`src/rtl/adc_seq_params.svh`:
```
/*
 * Constants of the converter sequencer: register offsets, field positions,
 * reset values and timing counts.
 * Assumes a 20 MHz aclk that also serves as the oscillator clock.
 */
`ifndef ADC_SEQ_PARAMS_SVH
`define ADC_SEQ_PARAMS_SVH

// bus
`define AXI_ADDR_W          12
`define ADDR_CONTROL_TWO    12'h000
`define ADDR_CONTROL        12'h004
`define ADDR_STATUS         12'h008
`define ADDR_RESULT         12'h00C
`define RESP_OKAY           2'h0
`define RESP_DECERR         2'h3

// fields
`define CT2_ACQ_LSB         3
`define CT2_CLK_LSB         0
`define CTL_GO_BIT          0
`define STAT_DONE_BIT       0
`define ACQ_SEL_RESET       3'h0
`define CLK_SEL_RESET       3'h0
`define SAR_FIRST_TRIAL     10'h200

// timing
`define CLK_PERIOD_NS       50
`define RC_TAD_STD_NS       1200
`define RC_TAD_LP_NS        2500
`define RC_TAD_STD_CLKS     (`RC_TAD_STD_NS / `CLK_PERIOD_NS)
`define RC_TAD_LP_CLKS      (`RC_TAD_LP_NS / `CLK_PERIOD_NS)
`define INSTR_CYCLE_CLKS    4
`define CONV_TADS           11
`define RECOVER_TADS        2

`endif

```
`src/rtl/adc_seq_pkg.sv`:
```
/*
 * Types of the converter sequencer: state encoding and the state record.
 * Assumes adc_seq_params.svh is on the include path.
 */
`include "adc_seq_params.svh"

package adc_seq_pkg;

    typedef enum logic [4:0] {
        ST_IDLE     = 5'b00001,
        ST_RC_DELAY = 5'b00010,
        ST_ACQ      = 5'b00100,
        ST_CONV     = 5'b01000,
        ST_RECOVER  = 5'b10000
    } seq_state_t;

    typedef struct packed {
        seq_state_t                 state;
        logic                       go;
        logic                       done_flag;
        logic [2:0]                 acq_sel;
        logic [2:0]                 clk_sel;
        logic [2:0]                 lat_acq;
        logic [2:0]                 lat_clk;
        logic [7:0]                 div_cnt;
        logic [4:0]                 tad_cnt;
        logic [2:0]                 dly_cnt;
        logic [9:0]                 sar;
        logic [9:0]                 result;
        logic                       hold_connect;
        logic                       comp_s1;
        logic                       comp_s2;
        logic                       awready;
        logic                       wready;
        logic                       aw_got;
        logic                       w_got;
        logic [`AXI_ADDR_W-1:0]     waddr;
        logic [31:0]                wdata;
        logic [3:0]                 wstrb;
        logic                       bvalid;
        logic [1:0]                 bresp;
        logic                       arready;
        logic                       rvalid;
        logic [1:0]                 rresp;
        logic [31:0]                rdata;
    } seq_regs_t;

endpackage : adc_seq_pkg

```
`src/rtl/adc_acquire_convert_sequencer.sv`:
```
/*
 * Acquisition and conversion sequencer of a 10-bit successive-approximation
 * converter, with an AXI4-Lite register slave.
 * Assumes a comparator output from the analog side (asynchronous) and a
 * sample switch plus trial DAC driven from here; one clock, aclk.
 */
// The register addresses and the AXI4-Lite interface to the registers were decided locally.
// Functional notes
// software samples long enough after channel change
// hold capacitor disconnects when conversion begins
// acquisition select field at bits 5:3
// nonzero select: sample, then convert automatically
// select 000: go starts conversion at once
// manual mode: software times acquisition itself
// acquisition select resets to 000
// completion clears go, sets done, resumes sampling
// no status separates acquisition from conversion
// conversion lasts exactly eleven bit periods
// clock select maps divider codes, x11 RC
// software picks shortest legal bit period
// RC above 1 MHz needs sleep
// RC bit period 1.2 or 2.5 us
// acquisition codes map to 0..20 periods
// result loads with go clear
// two bit periods before next acquisition
// RC clock adds one instruction cycle delay
// intervals counted in whole bit periods
// field writes affect only next start
`timescale 1ns/1ns
`include "adc_seq_params.svh"

module adc_acquire_convert_sequencer
#(
    parameter bit LOW_POWER = 1'b0
)
(
    // clock and reset
    input  wire logic                   aclk,
    input  wire logic                   aresetn,
    // write address
    input  wire logic [`AXI_ADDR_W-1:0] awaddr,
    input  wire logic [2:0]             awprot,
    input  wire logic                   awvalid,
    output      logic                   awready,
    // write data
    input  wire logic [31:0]            wdata,
    input  wire logic [3:0]             wstrb,
    input  wire logic                   wvalid,
    output      logic                   wready,
    // write response
    output      logic [1:0]             bresp,
    output      logic                   bvalid,
    input  wire logic                   bready,
    // read address
    input  wire logic [`AXI_ADDR_W-1:0] araddr,
    input  wire logic [2:0]             arprot,
    input  wire logic                   arvalid,
    output      logic                   arready,
    // read data
    output      logic [31:0]            rdata,
    output      logic [1:0]             rresp,
    output      logic                   rvalid,
    input  wire logic                   rready,
    // analog side
    input  wire logic                   comp_in,
    output      logic                   hold_connect,
    output      logic [9:0]             dac_code,
    output      logic                   conv_busy
);
    import adc_seq_pkg::*;

    localparam logic [2:0] IDX_NONE = 3'h0;
    localparam logic [2:0] IDX_CT2  = 3'h1;
    localparam logic [2:0] IDX_CTL  = 3'h2;
    localparam logic [2:0] IDX_STAT = 3'h3;
    localparam logic [2:0] IDX_RES  = 3'h4;

    seq_regs_t s_reg;
    seq_regs_t s_next;
    logic      tick;
    logic      complete;

    // oscillator periods per bit period
    function automatic logic [7:0] tad_clks(input logic [2:0] sel);
        case (sel)
            3'h0:    tad_clks = 8'h02;
            3'h4:    tad_clks = 8'h04;
            3'h1:    tad_clks = 8'h08;
            3'h5:    tad_clks = 8'h10;
            3'h2:    tad_clks = 8'h20;
            3'h6:    tad_clks = 8'h40;
            default: tad_clks = LOW_POWER ? 8'(`RC_TAD_LP_CLKS) : 8'(`RC_TAD_STD_CLKS);
        endcase
    endfunction : tad_clks

    // bit periods of programmed acquisition
    function automatic logic [4:0] acq_tads(input logic [2:0] sel);
        case (sel)
            3'h1:    acq_tads = 5'h02;
            3'h2:    acq_tads = 5'h04;
            3'h3:    acq_tads = 5'h06;
            3'h4:    acq_tads = 5'h08;
            3'h5:    acq_tads = 5'h0C;
            3'h6:    acq_tads = 5'h10;
            3'h7:    acq_tads = 5'h14;
            default: acq_tads = 5'h00;
        endcase
    endfunction : acq_tads

    function automatic logic [2:0] reg_index(input logic [`AXI_ADDR_W-1:0] addr);
        logic [`AXI_ADDR_W-1:0] a;
        a = {addr[`AXI_ADDR_W-1:2], 2'b00};
        if (a == `ADDR_CONTROL_TWO)
            reg_index = IDX_CT2;
        else if (a == `ADDR_CONTROL)
            reg_index = IDX_CTL;
        else if (a == `ADDR_STATUS)
            reg_index = IDX_STAT;
        else if (a == `ADDR_RESULT)
            reg_index = IDX_RES;
        else
            reg_index = IDX_NONE;
    endfunction : reg_index

    function automatic logic is_rc(input logic [2:0] sel);
        is_rc = (sel[1:0] == 2'b11);
    endfunction : is_rc

    // end of a bit period, from the latched clock select
    // comparator arrives through two flops: codes settle only from 4-clock periods up
    assign tick = (s_reg.div_cnt == tad_clks(s_reg.lat_clk) - 8'h01);
    assign complete = (s_reg.state == ST_CONV) && s_reg.go && tick
                      && (s_reg.tad_cnt == 5'(`CONV_TADS - 1));

    always_comb
    begin
        logic       go_set;
        logic       go_clr;
        logic       done_clr;
        logic [2:0] widx;
        logic [3:0] bit_i;
        go_set   = 1'b0;
        go_clr   = 1'b0;
        done_clr = 1'b0;
        widx     = reg_index(s_reg.waddr);
        bit_i    = 4'h0;
        s_next   = s_reg;

        s_next.comp_s1 = comp_in;
        s_next.comp_s2 = s_reg.comp_s1;

        // write channel
        if (awvalid && s_reg.awready)
        begin
            s_next.aw_got  = 1'b1;
            s_next.waddr   = awaddr;
            s_next.awready = 1'b0;
        end
        if (wvalid && s_reg.wready)
        begin
            s_next.w_got  = 1'b1;
            s_next.wdata  = wdata;
            s_next.wstrb  = wstrb;
            s_next.wready = 1'b0;
        end
        if (s_reg.aw_got && s_reg.w_got && !s_reg.bvalid)
        begin
            s_next.aw_got = 1'b0;
            s_next.w_got  = 1'b0;
            s_next.bvalid = 1'b1;
            s_next.bresp  = (widx == IDX_NONE) ? `RESP_DECERR : `RESP_OKAY;
            if (s_reg.wstrb[0])
            begin
                case (widx)
                    IDX_CT2:
                    begin
                        s_next.acq_sel = s_reg.wdata[`CT2_ACQ_LSB +: 3];
                        s_next.clk_sel = s_reg.wdata[`CT2_CLK_LSB +: 3];
                    end
                    IDX_CTL:
                    begin
                        go_set = s_reg.wdata[`CTL_GO_BIT];
                        go_clr = !s_reg.wdata[`CTL_GO_BIT];
                    end
                    IDX_STAT: done_clr = s_reg.wdata[`STAT_DONE_BIT];
                    default:  go_set = 1'b0;
                endcase
            end
        end
        if (s_reg.bvalid && bready)
        begin
            s_next.bvalid  = 1'b0;
            s_next.awready = 1'b1;
            s_next.wready  = 1'b1;
        end

        // read channel
        if (arvalid && s_reg.arready)
        begin
            s_next.arready = 1'b0;
            s_next.rvalid  = 1'b1;
            s_next.rresp   = `RESP_OKAY;
            s_next.rdata   = 32'h0000_0000;
            case (reg_index(araddr))
                IDX_CT2:  s_next.rdata[5:0] = {s_reg.acq_sel, s_reg.clk_sel};
                IDX_CTL:  s_next.rdata[`CTL_GO_BIT] = s_reg.go;
                IDX_STAT: s_next.rdata[`STAT_DONE_BIT] = s_reg.done_flag;
                IDX_RES:  s_next.rdata[9:0] = s_reg.result;
                default:  s_next.rresp = `RESP_DECERR;
            endcase
        end
        if (s_reg.rvalid && rready)
        begin
            s_next.rvalid  = 1'b0;
            s_next.arready = 1'b1;
        end

        // go flag: a software set beats the hardware clear
        if (go_set)
            s_next.go = 1'b1;
        else if (go_clr || complete)
            s_next.go = 1'b0;
        s_next.done_flag = (s_reg.done_flag && !done_clr) || complete;

        // bit period divider runs outside idle and the RC start delay
        if (s_reg.state != ST_IDLE)
            s_next.div_cnt = tick ? 8'h00 : s_reg.div_cnt + 8'h01;

        case (s_reg.state)
            ST_IDLE:
            begin
                s_next.hold_connect = 1'b1;
                if (s_reg.go)
                begin
                    s_next.lat_acq = s_reg.acq_sel;
                    s_next.lat_clk = s_reg.clk_sel;
                    s_next.div_cnt = 8'h00;
                    s_next.tad_cnt = 5'h00;
                    s_next.dly_cnt = 3'h0;
                    if (is_rc(s_reg.clk_sel))
                        s_next.state = ST_RC_DELAY;
                    else if (s_reg.acq_sel != 3'h0)
                        s_next.state = ST_ACQ;
                    else
                    begin
                        s_next.state        = ST_CONV;
                        s_next.hold_connect = 1'b0;
                        s_next.sar          = `SAR_FIRST_TRIAL;
                    end
                end
            end
            ST_RC_DELAY:
            begin
                s_next.div_cnt = 8'h00;
                s_next.dly_cnt = s_reg.dly_cnt + 3'h1;
                if (!s_reg.go)
                begin
                    s_next.state        = ST_RECOVER;
                    s_next.hold_connect = 1'b0;
                end
                else if (s_reg.dly_cnt == 3'(`INSTR_CYCLE_CLKS - 1))
                begin
                    if (s_reg.lat_acq != 3'h0)
                        s_next.state = ST_ACQ;
                    else
                    begin
                        s_next.state        = ST_CONV;
                        s_next.hold_connect = 1'b0;
                        s_next.sar          = `SAR_FIRST_TRIAL;
                    end
                end
            end
            ST_ACQ:
            begin
                if (!s_reg.go)
                begin
                    s_next.state        = ST_RECOVER;
                    s_next.hold_connect = 1'b0;
                    s_next.tad_cnt      = 5'h00;
                    s_next.div_cnt      = 8'h00;
                end
                else if (tick)
                begin
                    s_next.tad_cnt = s_reg.tad_cnt + 5'h01;
                    if (s_reg.tad_cnt == acq_tads(s_reg.lat_acq) - 5'h01)
                    begin
                        s_next.state        = ST_CONV;
                        s_next.hold_connect = 1'b0;
                        s_next.tad_cnt      = 5'h00;
                        s_next.sar          = `SAR_FIRST_TRIAL;
                    end
                end
            end
            ST_CONV:
            begin
                if (!s_reg.go)
                begin
                    // abort keeps the previous result
                    s_next.state   = ST_RECOVER;
                    s_next.tad_cnt = 5'h00;
                    s_next.div_cnt = 8'h00;
                end
                else if (tick)
                begin
                    s_next.tad_cnt = s_reg.tad_cnt + 5'h01;
                    if (complete)
                    begin
                        s_next.result  = s_reg.sar;
                        s_next.state   = ST_RECOVER;
                        s_next.tad_cnt = 5'h00;
                    end
                    else if (s_reg.tad_cnt < 5'h0A)
                    begin
                        bit_i = 4'(5'h09 - s_reg.tad_cnt);
                        s_next.sar[bit_i] = s_reg.comp_s2;
                        if (bit_i != 4'h0)
                            s_next.sar[bit_i - 4'h1] = 1'b1;
                    end
                end
            end
            ST_RECOVER:
            begin
                if (tick)
                begin
                    s_next.tad_cnt = s_reg.tad_cnt + 5'h01;
                    if (s_reg.tad_cnt == 5'(`RECOVER_TADS - 1))
                    begin
                        s_next.state        = ST_IDLE;
                        s_next.hold_connect = 1'b1;
                    end
                end
            end
            default:
            begin
                s_next.state        = ST_IDLE;
                s_next.hold_connect = 1'b1;
            end
        endcase
    end

    always_ff @(posedge aclk)
    begin
        if (!aresetn)
        begin
            s_reg              <= '0;
            s_reg.state        <= ST_IDLE;
            s_reg.acq_sel      <= `ACQ_SEL_RESET;
            s_reg.clk_sel      <= `CLK_SEL_RESET;
            s_reg.hold_connect <= 1'b1;
            s_reg.awready      <= 1'b1;
            s_reg.wready       <= 1'b1;
            s_reg.arready      <= 1'b1;
        end
        else
            s_reg <= s_next;
    end

    assign awready      = s_reg.awready;
    assign wready       = s_reg.wready;
    assign bvalid       = s_reg.bvalid;
    assign bresp        = s_reg.bresp;
    assign arready      = s_reg.arready;
    assign rvalid       = s_reg.rvalid;
    assign rresp        = s_reg.rresp;
    assign rdata        = s_reg.rdata;
    assign hold_connect = s_reg.hold_connect;
    assign dac_code     = s_reg.sar;
    assign conv_busy    = s_reg.go;
endmodule : adc_acquire_convert_sequencer

```
`config.mk`:
```
export PLATFORM = sky130hd
export DESIGN_NAME = adc_acquire_convert_sequencer
export DESIGN_NICKNAME = d
export VERILOG_FILES = /design/src/rtl/adc_seq_pkg.sv /design/src/rtl/adc_acquire_convert_sequencer.sv
export VERILOG_INCLUDE_DIRS = /design/src /design/src/rtl
export SDC_FILE = /design/constraint.sdc
export NUM_CORES = 1
export LEC_CHECK = 0
export BUFFER_PORTS_ARGS = -buffer_cell sky130_fd_sc_hd__buf_2
export CAP_MARGIN = 20
export CORE_UTILIZATION = 25
export CTS_BUF_LIST = sky130_fd_sc_hd__clkbuf_8
export CTS_CLUSTER_SIZE = 20
export DETAILED_ROUTE_END_ITERATION = 7
export PLACE_DENSITY = 0.45
export REMOVE_ABC_BUFFERS = 1
export SYNTH_ARGS = -nofsm -noshare
export SYNTH_HDL_FRONTEND = slang
export SYNTH_SLANG_ARGS = --single-unit
```
`constraint.sdc`:
```
create_clock -name aclk -period 2.2 [get_ports aclk]
set_input_delay 0.22 -clock aclk [delete_from_list [all_inputs] [get_ports aclk]]
set_output_delay 0.22 -clock aclk [all_outputs]
set_load 0.1 [all_outputs]
```
==> impl_metrics.csv <==
group,metric,value,unit
logic_synthesis,netlist_top_cells_area,"dfxtp_1 (36%), buf_4 (6.7%), nand2_1 (5.4%)",
setup_path,cp.required,2.53,ns
pwr,p_leak,2.73,nW
global_routing,antenna_found_initial,0,
detailed_routing,dr.pass1.iters,4,
floorplanning,initial_core_util,25.5,%
sta,setup_viol,15,
logic_synthesis,async_reset_ff_share,0,%
detailed_routing,vias,4591,
global_routing,grt_use_total,13.2,%
placement,io_buffers,65,
logic_synthesis,muxShareOfSynthArea,5.34,%
setup_path,path_class,"flop to flop",
cts,clk_path_buf_depth,2,
sta,hold_viol_final,0,
global_routing,top_usage_layer,"met2",
logic_synthesis,synthFlopType,"dfxtp_1",
cts,cts_root_buf,"clkbuf_8",
logic_synthesis,postSynthAreaPerCell,8.20,um^2
sta,finalCritPeriodShare,103,%
layout,syn_to_final_growth,24.4,%
global_routing,globalRouteMet2Util,20.9,%
outcome,violations,"negative setup slack",
floorplanning,coreArea,0.0202,mm^2
min_path,hold_class,"input pin to flop",
floorplanning,die_y,146,um
pwr,irDropWorstVdd,0.000379,V
detailed_routing,drt_wl_total,13.7,mm
logic_synthesis,synthAdderAreaFrac,3.15,%
global_routing,grt_use_met3,2.13,%
logic_synthesis,yosys.area_share.simple,23.7,%
setup_path,reg2reg_depth,10,
setup_path,end_kind,"flop",
layout,final_cells,1007,
sta,slew_viol_final,0,
sta,relSlewSlack,63.5,%
flow_run,cap_violations,0,
detailed_routing,drt_iter0_drc,212,
global_routing,gr-total-overflow,0,
sta,rsz0062_at_grt,"yes",
placement,post-place-cells,987,
cts,insertion_delay,0.39,ns
floorplanning,dieArea,0.0212,mm^2
layout,n_antenna_cell,0,
global_routing,grt_pass1_wl,22.6,mm
placement,dpl_worst_slack,-0.210,ns
sta,worst_pin_slew,0.546,ns
detailed_routing,ant_nets,0,
floorplanning,io_pins,127,
outcome,status,"complete, but fails checks",
cts,cts_buffers,9,
detailed_routing,wl_per_cell,13.6,um
global_routing,grt_pass1_vias,4316,
floorplanning,core.rowCount,52,
logic_synthesis,yosysSeqAreaShare,36.5,%
min_path,holdPathStages,2,
sta,setup_ws,-0.0624,ns
layout,final_nets,819,
cts,cts_hold_buf,0,
logic_synthesis,yosys.area.top_type,"dfxtp_1",
sta,finalClockSkew,0.0124,ns
setup_path,critical_path.startpoint_type,"flop",
sta,fmax,0.442,GHz
global_routing,grt_start_max_net_pins,34,
detailed_routing,drc,0,
logic_synthesis,synth_top_family_by_area,"simple AND/OR/NAND/NOR gates",
placement,globalplace.congestion,0.804,
cts,cts_sinks,94,
logic_synthesis,yosysWarnings,0,
logic_synthesis,synthXorXnorAreaFrac,2.72,%
placement,hpwl,10.3,mm
logic_synthesis,synth_edf_count,0,
detailed_routing,via_per_inst,4.56,
sta,fin_crit,2.26,ns
layout,n_fill_cell,2199,
cts,cts_tree,"built",
cts,h-tree-depth,3,
setup_path,worstPathMaxFanout,5,
global_routing,gr-usage-met1,18.1,%
logic_synthesis,synth_top_cell_area_share,36.5,%
logic_synthesis,ys_seq_elements,94,
logic_synthesis,synth_cell_types,68,
pwr,power,3.92,mW
layout,largest_reg_flops,64,
pwr,p_per_area,610,mW/mm^2
setup_path,cp.arrival,2.59,ns
layout,final_layout_size_suffix_gt1_share,28.2,%
layout,final_core_util,31.7,%
logic_synthesis,synth_compound_area_share,18.1,%
logic_synthesis,syn-instance-count,629,
cts,path_clk_slew,0.10,ns
floorplanning,die_x,146,um
logic_synthesis,syn-cell-area,0.00516,mm^2
==> cell usage in the layout (no fill, tap or decap), types with 13 or more instances in the layout <==
cell type / count
buf_4: 78
nand2_1: 74
o21ai_0: 13
inv_1: 18
dfxtp_1: 88
conb_1: 22
nand3_1: 34
nor2_1: 59
a21oi_1: 43
mux2i_1: 23
nor3_1: 13
buf_2: 65
==> cells by family after synthesis <==
| kind of cell | count (synthesis) |
|---|---|
| AO/OA/AOI/OAI | 130 |
| XOR/XNOR | 16 |
| adder cells (fa/ha/maj) | 13 |
| buffers and inverters | 96 |
| flip-flops | 94 |
| multiplexers | 26 |
| other | 1 |
| AND/OR/NAND/NOR | 253 |
==> synthesized netlist by cell type, drive strengths merged (4+ instances only) <==
cell type and n:
a2111oi 4, nand2b 8, nor2b 7, a31oi 6, o31ai 11, a211oi 4
xnor2 6, nor3 17, xor2 10, mux2i 23, a221oi 8, or4 4
nand2 74, a22oi 6, nor2 61, o21ai 15, a21oi 45, and3 14
ha 13, and2 11, buf 57, nor4 5, clkbuf 20, inv 19
dfxtp 94, nand3 35
==> power breakdown <==
part | switching [mW] | internal [mW] | leakage [nW]
logic | 0.643 | 0.291 | 1.86
registers | 0.0530 | 1.75 | 0.766
clock network | 0.731 | 0.446 | 0.0968
total | 1.43 | 2.49 | 2.73
==> cell type report <==
class	instances	area, um^2	share of cell area (%)
Clock buffer	9	124	1.93
Sequential cell	94	1890	29.4
Timing Repair Buffer	148	985	15.3
Inverter	19	71.3	1.11
Multi-Input combinational cell	460	2940	45.8
Tap cell	270	338	5.26
Clock inverter	7	75.1	1.17
==> worst paths after layout <==
kind                 end        from  slack [ns]
min           s_next[91]     comp_in        0.03
max reg2reg  dac_code[0]  s_reg[135]       -0.06
min reg2reg    s_reg[91]  s_next[91]        0.44
max          dac_code[0]  s_reg[135]       -0.06
==> layer usage <==
layer | part of all wire [%] | vias up
li1 | - | 2369
met1 | 50 | 2119
met2 | 45 | 88
met3 | 3.4 | 15
met4 | 1.6 | 0
met5 | 0 | -
==> critical path: stages (launching register included) <==
cell	delay, ns
dfxtp_2	0.37
mux2i_1	0.20
ha_2	0.22
xnor2_2	0.08
xnor2_2	0.16
a2111oi_4	0.32
or2_1	0.19
o2111ai_4	0.19
buf_6	0.20
a21oi_2	0.09
o221a_1	0.19
==> through the flow <==
step | instance area (um^2) | setup TNS [ns] | hold WS (ns)
after floorplan | 4770 | -19.94 | 0.299
after detailed placement | 6050 | -2.90 | 0.421
after CTS | 6380 | -0.641 | 0.0101
final | 6420 | -0.497 | 0.0326
after global placement | 6050 | -2.45 | 0.415
after global routing | 6420 | -4.14 | 0.0248
==> timing repair <==
| action | in CTS | in global routing |
|---|---|---|
| resized for setup | 27 | 8 |
| pin swaps | 20 | 7 |
| setup buffers | 1 | 1 |
| cloned | 2 | 0 |
| endpoints found under the setup margin | 27 | 30 |
(Power assumes the default switching activity.)
